File: src/goe_cfg.svh
// Offsets, reset values and widths of the output-enable bank
`ifndef GOE_CFG_SVH
`define GOE_CFG_SVH
`define GOE_ADDR_W          16
`define GOE_PORT_W          8
`define GOE_PORT_A_OE_OFS   16'h30B0
`define GOE_PORT_B_OE_OFS   16'h30B1
`define GOE_PORT_C_OE_OFS   16'h30B2
`define GOE_PORT_D_OE_OFS   16'h30B3
`define GOE_PORT_A_DATA_OFS 16'h3000
`define GOE_PORT_B_DATA_OFS 16'h3001
`define GOE_PORT_C_DATA_OFS 16'h3002
`define GOE_PORT_D_DATA_OFS 16'h3003
`define GOE_OE_RESET        8'h00
`define GOE_DATA_RESET      8'h00
`define GOE_UNMAPPED_READ   32'h00000000
`endif

File: src/goe_pkg.sv
// Types shared by the output-enable bank
package goe_pkg;
    typedef logic [7:0] goe_byte_t;
    typedef enum logic [1:0] {
        GOE_PORT_A,
        GOE_PORT_B,
        GOE_PORT_C,
        GOE_PORT_D
    } goe_port_t;
endpackage

File: src/goe_pin_port.sv
// One 8-bit port: enable and data registers plus pin drive and input sync
`timescale 1ns/10ps
`include "goe_cfg.svh"
module goe_pin_port
    import goe_pkg::*;
(
    // Clock and reset
    input  wire logic      clk_sys_in,
    input  wire logic      rst_in,
    // Register writes
    input  wire logic      oe_wr_in,
    input  wire logic      data_wr_in,
    input  wire goe_byte_t wdata_in,
    // Register views
    output goe_byte_t      oe_out,
    output goe_byte_t      data_out,
    output goe_byte_t      pin_level_out,
    // Pins
    input  wire goe_byte_t pin_in,
    output goe_byte_t      pin_out,
    output goe_byte_t      pin_oe_out
);
    goe_byte_t oe;
    goe_byte_t data;
    goe_byte_t sync1;
    goe_byte_t sync2;
    goe_byte_t sync3;
    goe_byte_t level;

    always_ff @(posedge clk_sys_in or posedge rst_in)
    begin
        if (rst_in)
        begin
            oe   <= `GOE_OE_RESET;
            data <= `GOE_DATA_RESET;
        end
        else
        begin
            if (oe_wr_in)
                oe <= wdata_in;
            if (data_wr_in)
                data <= wdata_in;
        end
    end

    always_ff @(posedge clk_sys_in or posedge rst_in)
    begin
        if (rst_in)
        begin
            sync1 <= 8'h00;
            sync2 <= 8'h00;
            sync3 <= 8'h00;
        end
        else
        begin
            sync1 <= pin_in;
            sync2 <= sync1;
            sync3 <= sync2;
        end
    end

    // Level updates per bit only once two stages agree
    genvar i;
    generate
        for (i = 0; i < `GOE_PORT_W; i++)
        begin : g_bit
            always_ff @(posedge clk_sys_in or posedge rst_in)
            begin
                if (rst_in)
                    level[i] <= 1'b0;
                else if (sync2[i] == sync3[i])
                    level[i] <= sync3[i];
            end
        end
    endgenerate

    // Data reaches the pin only where enabled; reset enable of 0 drives no pin
    assign pin_out       = data & oe;
    assign pin_oe_out    = oe;
    assign oe_out        = oe;
    assign data_out      = data;
    assign pin_level_out = level;

    a_oe_write_lands : assert property (@(posedge clk_sys_in) disable iff (rst_in)
        oe_wr_in |=> oe_out == $past(wdata_in)) else $error("enable write lost");
    a_oe_holds : assert property (@(posedge clk_sys_in) disable iff (rst_in)
        !oe_wr_in |=> $stable(oe_out)) else $error("enable changed without write");
    a_pin_drive_data : assert property (@(posedge clk_sys_in) disable iff (rst_in)
        (pin_oe_out & (pin_out ^ data_out)) == 8'h00) else $error("pin not data");
    a_pin_quiet_off : assert property (@(posedge clk_sys_in) disable iff (rst_in)
        (pin_out & ~pin_oe_out) == 8'h00) else $error("disabled pin driven");
    a_reset_release : assert property (@(posedge clk_sys_in)
        $fell(rst_in) |-> oe_out == 8'h00 && data_out == 8'h00) else $error("bad reset");
endmodule

File: src/goe_bank.sv
// Output-enable bank for four 8-bit ports behind an Avalon-MM slave
//
// Overview of operation
// - Port A enable bits read and write; 0 keeps pin undriven, 1 drives.
// - Port B enable register at 30B1h, bit n enables pin n.
// - Port C enable register at 30B2h, bit n enables pin n.
// - Port D enable register at 30B3h, bit n enables pin n.
// - Enabled pins drive the latched data bit of their port.
// - After reset all pins are undriven inputs with pull-ups off.
//
// Register access over Avalon-MM is this design's own decision.
`timescale 1ns/10ps
`include "goe_cfg.svh"
module goe_bank
    import goe_pkg::*;
(
    // Clock and reset
    input  wire logic                   clk_sys_in,
    input  wire logic                   rst_in,
    // Avalon-MM slave
    input  wire logic [`GOE_ADDR_W-1:0] avs_address_in,
    input  wire logic                   avs_read_in,
    input  wire logic                   avs_write_in,
    input  wire logic [31:0]            avs_writedata_in,
    input  wire logic [3:0]             avs_byteenable_in,
    output logic [31:0]                 avs_readdata_out,
    output logic                        avs_waitrequest_out,
    // Ports A to D pins
    input  wire logic [31:0]            pin_in,
    output logic [31:0]                 pin_out,
    output logic [31:0]                 pin_oe_out,
    // Pull-up enables, always off
    output logic [31:0]                 pullup_en_out
);
    logic [31:0] readdata;
    logic        ack;
    logic [7:0]  oe_q    [4];
    logic [7:0]  data_q  [4];
    logic [7:0]  level_q [4];
    logic [3:0]  oe_hit;
    logic [3:0]  data_hit;
    logic [3:0]  oe_wr;
    logic [3:0]  data_wr;
    logic        any_hit;
    logic        req;
    logic [7:0]  rd_byte;
    logic [31:0] next_readdata;

    // Byte registers sit in the low lane of one word each
    assign req          = avs_read_in | avs_write_in;
    assign oe_hit[0]    = avs_address_in == `GOE_PORT_A_OE_OFS;
    assign oe_hit[1]    = avs_address_in == `GOE_PORT_B_OE_OFS;
    assign oe_hit[2]    = avs_address_in == `GOE_PORT_C_OE_OFS;
    assign oe_hit[3]    = avs_address_in == `GOE_PORT_D_OE_OFS;
    assign data_hit[0]  = avs_address_in == `GOE_PORT_A_DATA_OFS;
    assign data_hit[1]  = avs_address_in == `GOE_PORT_B_DATA_OFS;
    assign data_hit[2]  = avs_address_in == `GOE_PORT_C_DATA_OFS;
    assign data_hit[3]  = avs_address_in == `GOE_PORT_D_DATA_OFS;
    assign any_hit      = |{oe_hit, data_hit};

    // Writes commit on the accepting edge only, so a held request writes once
    genvar p;
    generate
        for (p = 0; p < 4; p++)
        begin : g_port
            assign oe_wr[p]   = avs_write_in & ack & avs_byteenable_in[0] & oe_hit[p];
            assign data_wr[p] = avs_write_in & ack & avs_byteenable_in[0] & data_hit[p];
            goe_pin_port u_port (
                .clk_sys_in    (clk_sys_in),
                .rst_in        (rst_in),
                .oe_wr_in      (oe_wr[p]),
                .data_wr_in    (data_wr[p]),
                .wdata_in      (avs_writedata_in[7:0]),
                .oe_out        (oe_q[p]),
                .data_out      (data_q[p]),
                .pin_level_out (level_q[p]),
                .pin_in        (pin_in[8*p +: 8]),
                .pin_out       (pin_out[8*p +: 8]),
                .pin_oe_out    (pin_oe_out[8*p +: 8])
            );
        end
    endgenerate

    // Data read: output bits give the latch, input bits give the pin level
    assign rd_byte =
        oe_hit[0] ? oe_q[0] :
        oe_hit[1] ? oe_q[1] :
        oe_hit[2] ? oe_q[2] :
        oe_hit[3] ? oe_q[3] :
        data_hit[0] ? ((data_q[0] & oe_q[0]) | (level_q[0] & ~oe_q[0])) :
        data_hit[1] ? ((data_q[1] & oe_q[1]) | (level_q[1] & ~oe_q[1])) :
        data_hit[2] ? ((data_q[2] & oe_q[2]) | (level_q[2] & ~oe_q[2])) :
        data_hit[3] ? ((data_q[3] & oe_q[3]) | (level_q[3] & ~oe_q[3])) :
        8'h00;
    assign next_readdata = any_hit ? {24'h000000, rd_byte} : `GOE_UNMAPPED_READ;

    // One wait cycle lets read data come from a flop
    always_ff @(posedge clk_sys_in or posedge rst_in)
    begin
        if (rst_in)
        begin
            ack      <= 1'b0;
            readdata <= 32'h00000000;
        end
        else
        begin
            ack <= req & ~ack;
            if (avs_read_in & ~ack)
                readdata <= next_readdata;
        end
    end

    assign avs_waitrequest_out = req & ~ack;
    assign avs_readdata_out    = readdata;
    assign pullup_en_out       = 32'h00000000;

    a_wait_one_cycle : assert property (@(posedge clk_sys_in) disable iff (rst_in)
        $rose(req) |-> avs_waitrequest_out ##1 (!avs_waitrequest_out || !req))
        else $error("waitrequest not one cycle");
    a_oe_b_readback : assert property (@(posedge clk_sys_in) disable iff (rst_in)
        avs_read_in && !ack && oe_hit[1] |=> avs_readdata_out == {24'h000000, oe_q[1]})
        else $error("port B enable readback wrong");
    a_oe_c_pins : assert property (@(posedge clk_sys_in) disable iff (rst_in)
        oe_wr[2] |=> pin_oe_out[23:16] == $past(avs_writedata_in[7:0]))
        else $error("port C enable not on pins");
    a_oe_d_pins : assert property (@(posedge clk_sys_in) disable iff (rst_in)
        oe_wr[3] |=> pin_oe_out[31:24] == $past(avs_writedata_in[7:0]))
        else $error("port D enable not on pins");
endmodule

File: config.mk
export PLATFORM = sky130hd
export DESIGN_NAME = goe_bank
export DESIGN_NICKNAME = d
export VERILOG_FILES = /design/src/goe_pkg.sv /design/src/goe_pin_port.sv /design/src/goe_bank.sv
export VERILOG_INCLUDE_DIRS = /design/src /design/src/src
export SDC_FILE = /design/constraint.sdc
export NUM_CORES = 1
export LEC_CHECK = 0
export BUFFER_PORTS_ARGS = -buffer_cell sky130_fd_sc_hd__buf_4
export CAP_MARGIN = 15
export CORE_MARGIN = 2
export CORE_UTILIZATION = 50
export CTS_BUF_LIST = sky130_fd_sc_hd__clkbuf_8
export CTS_CLUSTER_DIAMETER = 30
export CTS_CLUSTER_SIZE = 8
export DETAILED_ROUTE_END_ITERATION = 12
export GPL_ROUTABILITY_DRIVEN = 0
export GPL_TIMING_DRIVEN = 0
export PLACE_DENSITY_LB_ADDON = 0.3
export SYNTH_ARGS = -nofsm -noshare
export SYNTH_HDL_FRONTEND = slang
export SYNTH_SLANG_ARGS = --single-unit
export TNS_END_PERCENT = 20
File: constraint.sdc
create_clock -name clk_sys_in -period 19.2 [get_ports clk_sys_in]
set_input_delay 3.84 -clock clk_sys_in [delete_from_list [all_inputs] [get_ports clk_sys_in]]
set_output_delay 3.84 -clock clk_sys_in [all_outputs]
set_load 0.02 [all_outputs]
[Yosys cells after proc, flatten, opt, wreduce, memory -nomap -nowiden]
Cells that the tools add are included.
Cells by class
  $add $sub $neg: 0
  $mul: 0
  div/mod/pow operators: 0
  magnitude comparators: 0
  eq/ne operators: 40
  shifts and indexed selects: 0
  multiplexer cells: 9
  bitwise operators: 30
  reductions and logical operators: 1
Operators with widths (count)
  $eq 16x14->1 const B: 8
  $mux 8: 9
  $and 8x8->8: 8
  $eq 1x1->1: 32
  $not 8->8: 4
  $or 8x8->8: 4
  $and 1x1->1: 12
  $reduce_or 8->1: 1
  $not 1->1: 1
  $or 1x1->1: 1
Word-level totals
  register bits after elaboration: 225
  latch bits: 0
  memory bits (writable): 0
  ROM bits: 0
  bits of input ports: 88
  output and inout bits: 129
  logic and storage cells: 134
  memories kept: 0

[Logic depth before layout (Yosys ltp)]
Gate-level depths: netlist (run 1).
  depth after elaboration: 12
  mapped depth: 8
  mapped depth without buffers: 6

[By module]
Synthesis (run 1) repeated with hierarchy kept, for this count alone.
Second synthesis, totals
  cells, all modules: 624
  area total of the unflattened synthesis: 8578.2 µm²
Modules (own cells, without submodules)
  goe_pin_port: instances 4, cells each 91, area an instance 1657.8 µm², sequential area each 1201.2 µm²
  goe_bank: instances 1, cells each 260, area an instance 1946.9 µm², sequential area each 225.2 µm²

[Worst setup path after synthesis (run 1)]
No wires, ideal clock.
  path kind: input to output
  start: input avs_write_in
  end: output avs_waitrequest_out
  arrival time: 4.170 ns
  required time: 15.360 ns
  setup slack: 11.190 ns
  stages: 2
  buffers on the path: 0
  cells stage by stage: nor2_1 -> nor2_1
Between the ends
  longest elaborated chain between the ends: 2
RTL lines
  start: declaration: line goe_bank.sv:23  | input wire logic avs_write_in,
  $or 1x1->1: line goe_bank.sv:50  | assign req = avs_read_in | avs_write_in;
  $and 1x1->1: line goe_bank.sv:113  | assign avs_waitrequest_out = req & ~ack;
  end: declaration: line goe_bank.sv:27  | output logic avs_waitrequest_out,
No other way between the ends.

[Worst setup path after layout (run 1)]
Same ends and word-level chain as after synthesis.

==> summary.txt, run 1 <==
Clock network
  • Post-CTS Hold Buffers: 0
  • Inserted Clock Buffers: 41
  • CTS tree: yes
  • Worst-path clk slew: 0.06 ns
  • Setup Buffers After CTS: 0
  • Clk root buf: clkbuf_8
  • Clock Sink Count: between 200 and 250
  • Worst skew pair latency: about 0.53 ns
  • Post-CTS Resized: 0
  • Clock tree buffer depth: 3
  • H-tree depth: 2

Pwr
  • Pwr dens: 94.8 nW/um2
  • Leak: 5.04 nW
  • VDD IR-drop max: 0.0628 mV
  • Design Power: 0.000985 W

Run
  • Maxcap violations: 0

STA
  • Final setup TNS: 0 ns
  • Worst Skew: 0.0259 ns
  • Unrepaired setup endpoints after global routing: false
  • Max-slew violation count: 0
  • Period minus WS final: 8.11 ns
  • Final-report hold violation count: 0
  • Slew headroom: ~37%
  • Part of the cycle the worst path needs: 42.2%
  • Fmax: 123 MHz
  • Worst-Margin Slew: 0.945 ns
  • # setup viols final: 0

Global route
  • GRT Total Usage: 23.3%
  • Number of global-route vias before repair: 5619
  • GR Overflow Total: 0
  • Antenna violations before repair: 0
  • Pin count of the biggest net entering global routing: 144
  • First-pass GRT wire length: 29800 um

Die
  • Die H: 130 um
  • Rows: 46
  • DIE AREA: 17000 um2
  • Die Span X: 130 um
  • Initial core utilization: 50.7%
  • Placeable Area: 15700 um2
  • I/O pins: 217

Routing
  • Post-DR wirelength/cell: 17.8 um
  • Final antenna-violating net count: 0
  • DRC violations left: 0
  • DRT Pass-1 Iters: 6
  • Routed WL: 19200 um
  • Initial DRC count: 350
  • Via density: 5.05
  • Vias post-DR: 5437

Placed design
  • Port Buffers: 132
  • Post-DP HPWL: about 13000 um

Synth
  • Synth Instances: 600
  • Area leader, netlist: dfrtp_1
  • Share of the synthesized area in the top cell type: 63.1%
  • Top cells by area, synth: dfrtp_1 (63%), mux2_2 (8.8%), buf_4 (5.3%)
  • Seq cells post-synth: 201
  • Seq/Total Area, Yosys: 63.1%
  • Primary FF master, synth: dfrtp_1
  • Distinct cell type count after synthesis: 55
  • Synth warn: 0
  • Post-synthesis average cell area: 13.3 um2
  • Number of enable flip-flop cells after synthesis: 0
  • Async SR Flop Fraction: 100%
  • Post-synthesis cell area: ~8000 um2

Hold path
  • Hold Path Cell Cnt: 0
  • Hold WC Path Type: reg2reg

Worst setup path
  • Data required time at the worst endpoint: 15.36 ns
  • CP startpoint kind: input pin
  • Crit Path Category: in2out
  • Crit path max fanout: 2
  • CP arrival: ~4.3 ns
  • Path depth of the worst reg2reg path: 6
  • Critical path endpoint category: output pin

Final layout
  • Nets: 919
  • Area Growth Syn to Fin: 30.3%
  • Layout fillers: 1228
  • N_diodes: 0
  • Layout cells sized above 1: between 30% and 40%

Outcome
  • Status: complete, no violations
## stage by stage
stage                     util [%]  hold slack [ns]  std cells  setup WS, ns  instance area (um2)
after global placement        60.1            0.331       1003          8.17                 9440
after global routing          66.1            0.331       1076         11.04                10400
final                         66.1            0.335       1076         11.09                10400
after detailed placement      60.3            0.335       1004         11.08                 9470
after CTS                     66.1            0.335       1076         11.09                10400
after floorplan                  -            0.331        655          9.88                 8180
## state kept, by name, indices dropped and copies added, names as in the netlist
| name | flops |
|---|---|
| ack | 1 |
| avs_readdata_out | 8 |
| g_port.u_port.data_out | 32 |
| g_port.u_port.oe_out | 32 |
| g_port.u_port.pin_level_out | 32 |
| g_port.u_port.sync1 | 32 |
| g_port.u_port.sync2 | 32 |
| g_port.u_port.sync3 | 32 |
## critical path, cell delays in order
cell and delay [ns]:
buf_4 0.12, nor2_1 0.09, nor2_1 0.06, buf_4 0.15
## cell usage in the layout (no fill, tap or decap), types with 3 or more instances in the layout
cell | synthesis | final
a211oi_1 | 5 | 5
a21oi_1 | 25 | 25
a221o_1 | 3 | 3
a221oi_1 | 6 | 6
and2_1 | 33 | 33
buf_2 | 4 | 4
buf_4 | 56 | 188
bufinv_16 | 0 | 4
clkbuf_1 | 8 | 8
clkbuf_8 | 0 | 50
clkinv_2 | 0 | 4
clkinvlp_4 | 0 | 5
conb_1 | 1 | 56
dfrtp_1 | 201 | 201
inv_1 | 20 | 25
maj3_1 | 32 | 32
mux2_2 | 62 | 62
nand2_1 | 20 | 20
nand2b_1 | 7 | 7
nand3_1 | 5 | 5
nor2_1 | 27 | 27
nor2b_1 | 8 | 8
nor3_1 | 4 | 4
o21ai_0 | 16 | 16
o221ai_1 | 8 | 8
o32ai_1 | 3 | 3
or2_2 | 3 | 3
## cell families (layout without fill, tap and decap cells)
| group | after synthesis | in the layout | share of synthesized area (%) |
|---|---|---|---|
| fa+ha+maj | 32 | 32 | 4.02 |
| flops | 201 | 201 | 63.1 |
| mux | 64 | 64 | 9.01 |
| simple gates | 129 | 129 | 9.41 |
| other cells | 1 | 56 | 0.0471 |
| buf+inv | 89 | 294 | 6.89 |
| compound gates | 84 | 84 | 7.51 |
## power breakdown
group / leakage [nW] / switching [W] / internal (W)
combinational: 2.09 / 0.0000343 / 0.0000262
sequential: 2.47 / 0.00000864 / 0.000441
clock: 0.477 / 0.000182 / 0.000292
## worst paths after layout
path | start | slack, ns | end
worst max-delay path | avs_write_in | 11.09 | avs_waitrequest_out
worst min-delay path | g_port[1].u_port.sync1[7]$_DFF_PP0_ | 0.33 | g_port[1].u_port.sync2[7]$_DFF_PP0_
worst max register to register | ack$_DFF_PP0_ | 16.95 | g_port[2].u_port.data_out[5]$_DFFE_PP0P_
worst min register to register | g_port[1].u_port.sync1[7]$_DFF_PP0_ | 0.33 | g_port[1].u_port.sync2[7]$_DFF_PP0_
max in group asynchronous | rst_in | 14.87 | g_port[0].u_port.oe_out[0]$_DFFE_PP0P_
min in group asynchronous | rst_in | 3.32 | g_port[2].u_port.sync2[5]$_DFF_PP0_
## cells in the mapped netlist (3+ instances only)
cell,instances
nand2_1,20
mux2_2,62
a211oi_1,5
nand2b_1,7
clkbuf_1,8
buf_4,56
nand3_1,5
buf_2,4
dfrtp_1,201
a221oi_1,6
nor2b_1,8
maj3_1,32
inv_1,20
a21oi_1,25
a221o_1,3
nor2_1,27
o32ai_1,3
o21ai_0,16
o221ai_1,8
and2_1,33
nor3_1,4
or2_2,3
## layer usage
metal  up-vias  GRT usage, %  part of all wire, %
met5         -             0                    0
met4         0          13.5                  4.5
met3        64          5.95                  8.9
met2       274          36.8                   47
met1      2632          29.4                   40
li1       2467             -                    -
## final cells by class
| class | count | area (um2) | area share [%] |
|---|---|---|---|
| plain buffers | 69 | 474 | 4.57 |
| inverters | 20 | 82.6 | 0.795 |
| multi-input cells | 365 | 2600 | 25.0 |
| clock buffers | 50 | 688 | 6.63 |
| flip-flops and latches | 201 | 5030 | 48.4 |
| clock inverters | 22 | 226 | 2.18 |
| well taps | 216 | 270 | 2.60 |
| repair buffers | 133 | 1020 | 9.81 |
No activity file was read; power rests on OpenSTA's default activity.
==> inputs of run 2 (changes only) <==
CORE_UTILIZATION = 49   (was 50)
clock period = 6.68 ns   (was 19.2 ns; I/O delays follow)
==> summary.txt, run 2 (synthesized netlist as in run 1, its figures left out) <==
Die
  • Die H: 132 um (was 130 um)
  • Initial core utilization: 50.2% (was 50.7%)
  • Rows: 46 (unchanged)
  • DIE AREA: 17300 um2 (was 17000 um2)
  • I/O pins: 217 (unchanged)
  • Die Span X: 132 um (was 130 um)
  • Placeable Area: 15900 um2 (was 15700 um2)

Pwr
  • Design Power: 0.00269 W (was 0.000985 W)
  • Pwr dens: 260 nW/um2 (was 94.8 nW/um2)
  • Leak: 5.03 nW (was 5.04 nW)
  • VDD IR-drop max: 0.165 mV (was 0.0628 mV)

STA
  • # setup viols final: 0 (unchanged)
  • Final-report hold violation count: 0 (unchanged)
  • Unrepaired setup endpoints after global routing: false (unchanged)
  • WHS: 0.345 ns (was 0.335 ns)
  • Fmax: just under 300 MHz
  • Worst Skew: 0.0259 ns (about the same)
  • Max-slew violation count: 0 (unchanged)
  • Period minus WS final: 3.39 ns
  • Slew headroom: 39.3% (was 36.8%)
  • Part of the cycle the worst path needs: 50.7%
  • Worst-Margin Slew: 0.906 ns (was 0.945 ns)
  • Final setup TNS: 0 ns (unchanged)

Clock network
  • Clk root buf: clkbuf_8 (unchanged)
  • Clock Sink Count: 201 (unchanged)
  • Inserted Clock Buffers: 39 (was 41)
  • H-tree depth: 2 (unchanged)
  • Worst skew pair latency: 0.52 ns (was 0.53 ns)
  • CTS tree: yes (unchanged)
  • Setup Buffers After CTS: 0 (unchanged)
  • Post-CTS Hold Buffers: 0 (unchanged)
  • Post-CTS Resized: 0 (unchanged)
  • Clock tree buffer depth: 3 (unchanged)
  • Worst-path clk slew: 0.05 ns (was 0.06 ns)

Global route
  • Antenna violations before repair: 0 (unchanged)
  • GRT Total Usage: 23.0% (was 23.3%)
  • First-pass GRT wire length: 31000 um (was 29800 um)
  • Number of global-route vias before repair: 5788 (was 5619)
  • GR Overflow Total: 0 (unchanged)
  • Pin count of the biggest net entering global routing: 45 (was 144)

Worst setup path
  • CP startpoint kind: input pin (unchanged)
  • Crit-path cells: buf_4 -> nor4_4 -> and3_2 -> nand2_1 -> nor2_1 -> clkbuf_1 -> o21ai_0 (was buf_4 -> nor2_1 -> nor2_1 -> buf_4)
  • WP buf/inv: 2 (unchanged)
  • Critical path endpoint category: flop (was output pin)
  • Crit path max fanout: 10 (was 2)
  • CP arrival: 3.74 ns (was 4.27 ns)
  • Crit Path Category: in2reg (was in2out)
  • Slowest cell on the critical path: nor4_4 (was buf_4)
  • Largest stage delay, worst path: 0.55 ns (was 0.15 ns)
  • Data required time at the worst endpoint: 7.03 ns (was 15.36 ns)
  • CP delay by family, top: simple AND/OR/NAND/NOR gates (was buffers and inverters)

Routing
  • DRT Pass-1 Iters: 5 (was 6)
  • DRC violations left: 0 (unchanged)
  • Via density: 5.13 (was 5.05)
  • Routed WL: 19500 um (was 19200 um)
  • Final antenna-violating net count: 0 (unchanged)
  • Post-DR wirelength/cell: 18.2 um (was 17.8 um)
  • Initial DRC count: 325 (was 350)
  • Vias post-DR: 5504 (was 5437)

Final layout
  • Fin util: 65.1% (was 66.1%)
  • Commonest cells after routing, fill and taps aside: dfrtp_1 (201), buf_4 (188), mux2_2 (62) (unchanged)
  • N_diodes: 0 (unchanged)
  • Layout cells sized above 1: 39.0% (was 39.4%)
  • Commonest non-fill, non-tap cell in the layout: dfrtp_1 (unchanged)
  • Layout fillers: 1252 (was 1228)
  • Area Growth Syn to Fin: 29.7% (was 30.3%)
  • Nets: 921 (was 919)

Placed design
  • Post-DP HPWL: 13700 um (was 13300 um)
  • Port Buffers: 132 (unchanged)

Outcome
  • Status: complete, no violations (unchanged)

Hold path
  • Hold WC Path Type: reg2reg (unchanged)

Run
  • Maxcap violations: 0 (unchanged)
run 2: changes by cell type in the layout (fill, tap and decap cells not counted), sizes merged:
cell and delta:
buf +4, bufinv -2, inv -1, clkbuf -2, clkinvlp -3
run 2: metrics by stage:
| step | instances | cell area [um2] | worst slack (ns) |
|---|---|---|---|
| 2_1_floorplan | 655 | 8180 | 2.74 |
| 3_3_place_gp | 1003 | 9440 | 1.77 |
| 3_5_place_dp | 1008 | 9550 | 2.85 |
| 4_1_cts | 1072 | 10300 | 3.35 |
| 5_1_grt | 1072 | 10300 | 3.20 |
| 6_report | 1072 | 10300 | 3.29 |
run 2: layer usage:
layer / vias up / GRT usage [%] / routed length, um
met2: 300 / 36.5 / 9190
li1: 2462 / - / -
met3: 54 / 6.33 / 1800
met1: 2688 / 29.3 / 7840
met5: - / 0 / 0
met4: 0 / 10.9 / 644
run 2: path summary, 6_finish.rpt:
| check | from | end | slack (ns) | cells past startpoint |
|---|---|---|---|---|
| max | avs_address_in[9] | g_port[0].u_port.oe_out[6]$_DFFE_PP0P_ | 3.29 | 7 |
| min | g_port[0].u_port.sync1[2]$_DFF_PP0_ | g_port[0].u_port.sync2[2]$_DFF_PP0_ | 0.34 | 0 |
| max reg2reg | ack$_DFF_PP0_ | g_port[2].u_port.data_out[4]$_DFFE_PP0P_ | 4.33 | 6 |
| min reg2reg | g_port[0].u_port.sync1[2]$_DFF_PP0_ | g_port[0].u_port.sync2[2]$_DFF_PP0_ | 0.34 | 0 |
| max in group asynchronous | rst_in | g_port[1].u_port.sync1[0]$_DFF_PP0_ | 4.76 | 5 |
| min in group asynchronous | rst_in | g_port[1].u_port.sync1[5]$_DFF_PP0_ | 0.91 | 2 |
run 2: power by group:
part / internal [W] / total, W / switching, W
clock network: 0.000722 / 0.00122 / 0.000494
logic: 0.0000800 / 0.000181 / 0.000101
registers: 0.00127 / 0.00129 / 0.0000247
total: 0.00207 / 0.00269 / 0.000620
run 2: layout make-up:
class                           instances  area [um2]  area share [%]
Tap cell                              216         270            2.61
Sequential cell                       201        5030            48.7
Clock buffer                           48         661            6.39
Multi-Input combinational cell        365        2600            25.1
Clock inverter                         16         128            1.23
Timing Repair Buffer                  137        1100            10.6
Inverter                               20        78.8           0.763
Buffer                                 69         474            4.59
==> inputs of run 3 (changes only) <==
ABC_AREA = 1   (was default)
CORE_UTILIZATION = 50   (was 49)
clock period = 3.2 ns   (was 6.68 ns; I/O delays follow)
==> summary.txt, run 3 <==
Clock network
  • Worst-path clk slew: 0.06 ns (was 0.05 ns)
  • Worst skew pair latency: 0.54 ns (was 0.52 ns)
  • Clock tree buffer depth: 3 (unchanged)
  • Clock Sink Count: 201 (unchanged)
  • Inserted Clock Buffers: 44 (was 39)
  • Post-CTS Resized: 0 (unchanged)
  • CTS tree: yes (unchanged)
  • Clk root buf: clkbuf_8 (unchanged)
  • H-tree depth: 2 (unchanged)
  • Setup Buffers After CTS: 0 (unchanged)
  • Post-CTS Hold Buffers: 0 (unchanged)

Die
  • DIE AREA: 17100 um2 (was 17300 um2)
  • Rows: 46 (unchanged)
  • I/O pins: 217 (unchanged)
  • Initial core utilization: 51.0% (was 50.2%)
  • Die H: 131 um (was 132 um)
  • Die Span X: 131 um (was 132 um)
  • Placeable Area: 15800 um2 (was 15900 um2)

Outcome
  • Status: complete, no violations (unchanged)

Worst setup path
  • CP startpoint kind: flop (was input pin)
  • CP Launch Point: ack$_DFF_PP0_ (was avs_address_in[9])
  • Crit path max fanout: 10 (unchanged)
  • Start of the worst register-to-register path: ack$_DFF_PP0_ (unchanged)
  • Path depth of the worst reg2reg path: 6 (unchanged)
  • Data required time at the worst endpoint: 3.59 ns (was 7.03 ns)
  • CP Capture Point: g_port[1].u_port.data_out[0]$_DFFE_PP0P_ (was g_port[0].u_port.oe_out[6]$_DFFE_PP0P_)
  • Crit Path Category: reg2reg (was in2reg)
  • Critical path endpoint category: flop (unchanged)
  • Worst R2R Setup Slack: 1.10 ns (was 4.33 ns)
  • CP arrival: 2.49 ns (was 3.74 ns)
  • Reg2reg end: g_port[1].u_port.data_out[0]$_DFFE_PP0P_ (was g_port[2].u_port.data_out[4]$_DFFE_PP0P_)

Global route
  • GR Overflow Total: 0 (unchanged)
  • Number of global-route vias before repair: 5844 (was 5788)
  • First-pass GRT wire length: 30100 um (was 31000 um)
  • GRT Total Usage: 23.2% (was 23.0%)
  • Antenna violations before repair: 0 (unchanged)
  • Pin count of the biggest net entering global routing: 43 (was 45)

Synth
  • Distinct cell type count after synthesis: 21 (was 55)
  • Post-synthesis cell area: 8040 um2 (was 7970 um2)
  • Seq/Total Area, Yosys: 62.6% (was 63.1%)
  • Synth Instances: 824 (was 600)
  • Seq cells post-synth: 201 (unchanged)
  • Post-synthesis average cell area: 9.75 um2 (was 13.3 um2)
  • Area leader, netlist: dfrtp_1 (unchanged)
  • Top-count cell post-synth: nand2_1 (was dfrtp_1)
  • Synth warn: 0 (unchanged)
  • Share of the synthesized area in the top cell type: 62.6% (was 63.1%)
  • Number of enable flip-flop cells after synthesis: 0 (unchanged)
  • Async SR Flop Fraction: 100% (unchanged)
  • Synth cell count leaders: nand2_1 (216), dfrtp_1 (201), inv_1 (102) (was dfrtp_1 (201), mux2_2 (62), buf_4 (56))
  • Primary FF master, synth: dfrtp_1 (unchanged)
  • Top cells by area, synth: dfrtp_1 (63%), nand2_1 (10%), o21ai_0 (5.6%) (was dfrtp_1 (63%), mux2_2 (8.8%), buf_4 (5.3%))

Run
  • Maxcap violations: 0 (unchanged)

Routing
  • Routed WL: 19400 um (was 19500 um)
  • DRT Pass-1 Iters: 7 (was 5)
  • Met2 wire length: 9180 um (was 9190 um)
  • Met1 WL: 7920 um (was 7840 um)
  • Vias post-DR: 6176 (was 5504)
  • DR WL met3: 1750 um (was 1800 um)
  • DRC violations left: 0 (unchanged)
  • Post-DR wirelength/cell: 14.8 um (was 18.2 um)
  • Top sig layer: met4 (unchanged)
  • Via density: 4.72 (was 5.13)
  • Final antenna-violating net count: 0 (unchanged)
  • Initial DRC count: 473 (was 325)

Final layout
  • Commonest non-fill, non-tap cell in the layout: nand2_1 (was dfrtp_1)
  • Layout cells sized above 1: 25.9% (was 39.0%)
  • Nets: 1151 (was 921)
  • Area Growth Syn to Fin: 30.8% (was 29.7%)
  • Final Non-Filler Cells: 1308 (was 1072)
  • N_diodes: 0 (unchanged)
  • Commonest cells after routing, fill and taps aside: nand2_1 (216), dfrtp_1 (201), buf_4 (191) (was dfrtp_1 (201), buf_4 (188), mux2_2 (62))
  • Layout fillers: 1297 (was 1252)
  • Sequential Area: 5030 um2 (unchanged)
  • Multi-input logic area: 2320 um2 (was 2600 um2)

STA
  • # setup viols final: 0 (unchanged)
  • Worst Skew: 0.0336 ns (was 0.0259 ns)
  • Final-report hold violation count: 0 (unchanged)
  • Worst-Margin Slew: 0.728 ns (was 0.906 ns)
  • Slew headroom: 51.3% (was 39.3%)
  • WHS: 0.0807 ns (was 0.345 ns)
  • Max-slew violation count: 0 (unchanged)
  • Part of the cycle the worst path needs: 65.5%
  • Unrepaired setup endpoints after global routing: false (unchanged)
  • Period minus WS final: 2.10 ns
  • Fmax: 477 MHz

Pwr
  • Pwr dens: 559 nW/um2 (was 260 nW/um2)
  • VDD IR-drop max: 0.475 mV (was 0.165 mV)
  • Leak: 5.64 nW (was 5.03 nW)

Hold path
  • Hold WC Path Type: in2async (was reg2reg)

Placed design
  • Post-DP HPWL: 14000 um (was 13700 um)
  • Dpl cells: 1233 (was 1008)
  • Port Buffers: 133 (was 132)
-- run 3: changes by cell type after synthesis, moves of 21 or more --
| cell | before | now |
|---|---|---|
| nand2_1 | 20 | 216 |
| inv_1 | 20 | 102 |
| o21ai_0 | 16 | 90 |
| mux2_2 | 62 | 0 |
| and2_1 | 33 | 0 |
| nand3_1 | 5 | 26 |
-- run 3: per-stage QoR --
step	power, W	worst slack [ns]	util (%)	cell area (um2)	setup TNS, ns
CTS	0.00593	1.13	66.7	10500	0
detailed placement	0.00310	0.649	61.0	9620	0
floorplan	0.00296	-0.0423	-	8250	-8.51
global placement	0.00308	-1.17	60.3	9520	-232.66
global route	0.00611	0.943	66.7	10500	0
finish	0.00587	1.10	66.7	10500	0
-- run 3: critical path, cell delays in order, from the launching register on --
cell and delay (ns):
dfrtp_1 0.36, nand2_1 0.06, nor2_1 0.55, nand3_1 0.44, clkbuf_1 0.34, nand2_1 0.12, o21ai_0 0.08
-- run 3: final cells by class --
| type | count | share of cell area, % |
|---|---|---|
| clock buffers | 50 | 6.54 |
| clock inverters | 25 | 2.01 |
| multi-input cells | 502 | 22.0 |
| plain buffers | 73 | 4.85 |
| well taps | 216 | 2.57 |
| repair buffers | 138 | 10.4 |
| flip-flops and latches | 201 | 47.8 |
| inverters | 103 | 3.71 |
-- run 3: worst min-delay path by stage --
stage                                             start                                   to  cells after the start
global route                                     rst_in  g_port[3].u_port.sync1[1]$_DFF_PP0_                      2
finish                                           rst_in  g_port[2].u_port.sync1[7]$_DFF_PP0_                      2
detailed placement  g_port[0].u_port.sync1[0]$_DFF_PP0_  g_port[0].u_port.sync2[0]$_DFF_PP0_                      0
global placement    g_port[3].u_port.sync1[0]$_DFF_PP0_  g_port[3].u_port.sync2[0]$_DFF_PP0_                      0
CTS                                              rst_in  g_port[2].u_port.sync1[7]$_DFF_PP0_                      2
floorplan           g_port[0].u_port.sync1[0]$_DFF_PP0_  g_port[0].u_port.sync2[0]$_DFF_PP0_                      0
-- run 3: metal layers --
layer	vias up	global-route usage, %
met1	2901	31.2
met3	43	6.15
met2	268	36.2
li1	2964	-
met5	-	0
met4	0	9.39
-- run 3: power by group --
part	total, W	switching (W)	leakage [nW]	internal [W]
Sequential	0.00270	0.0000503	2.51	0.00265
Clock	0.00282	0.00114	0.486	0.00168
Combinational	0.000359	0.000204	2.64	0.000155
-- run 3: cells by family after synthesis --
group	Yosys count	synth area share [%]
AND/OR/NAND/NOR	298	15.0
AO/OA/AOI/OAI	116	7.22
adder cells (fa/ha/maj)	32	3.99
buffers and inverters	176	11.2
flip-flops	201	62.6
other	1	0.0467
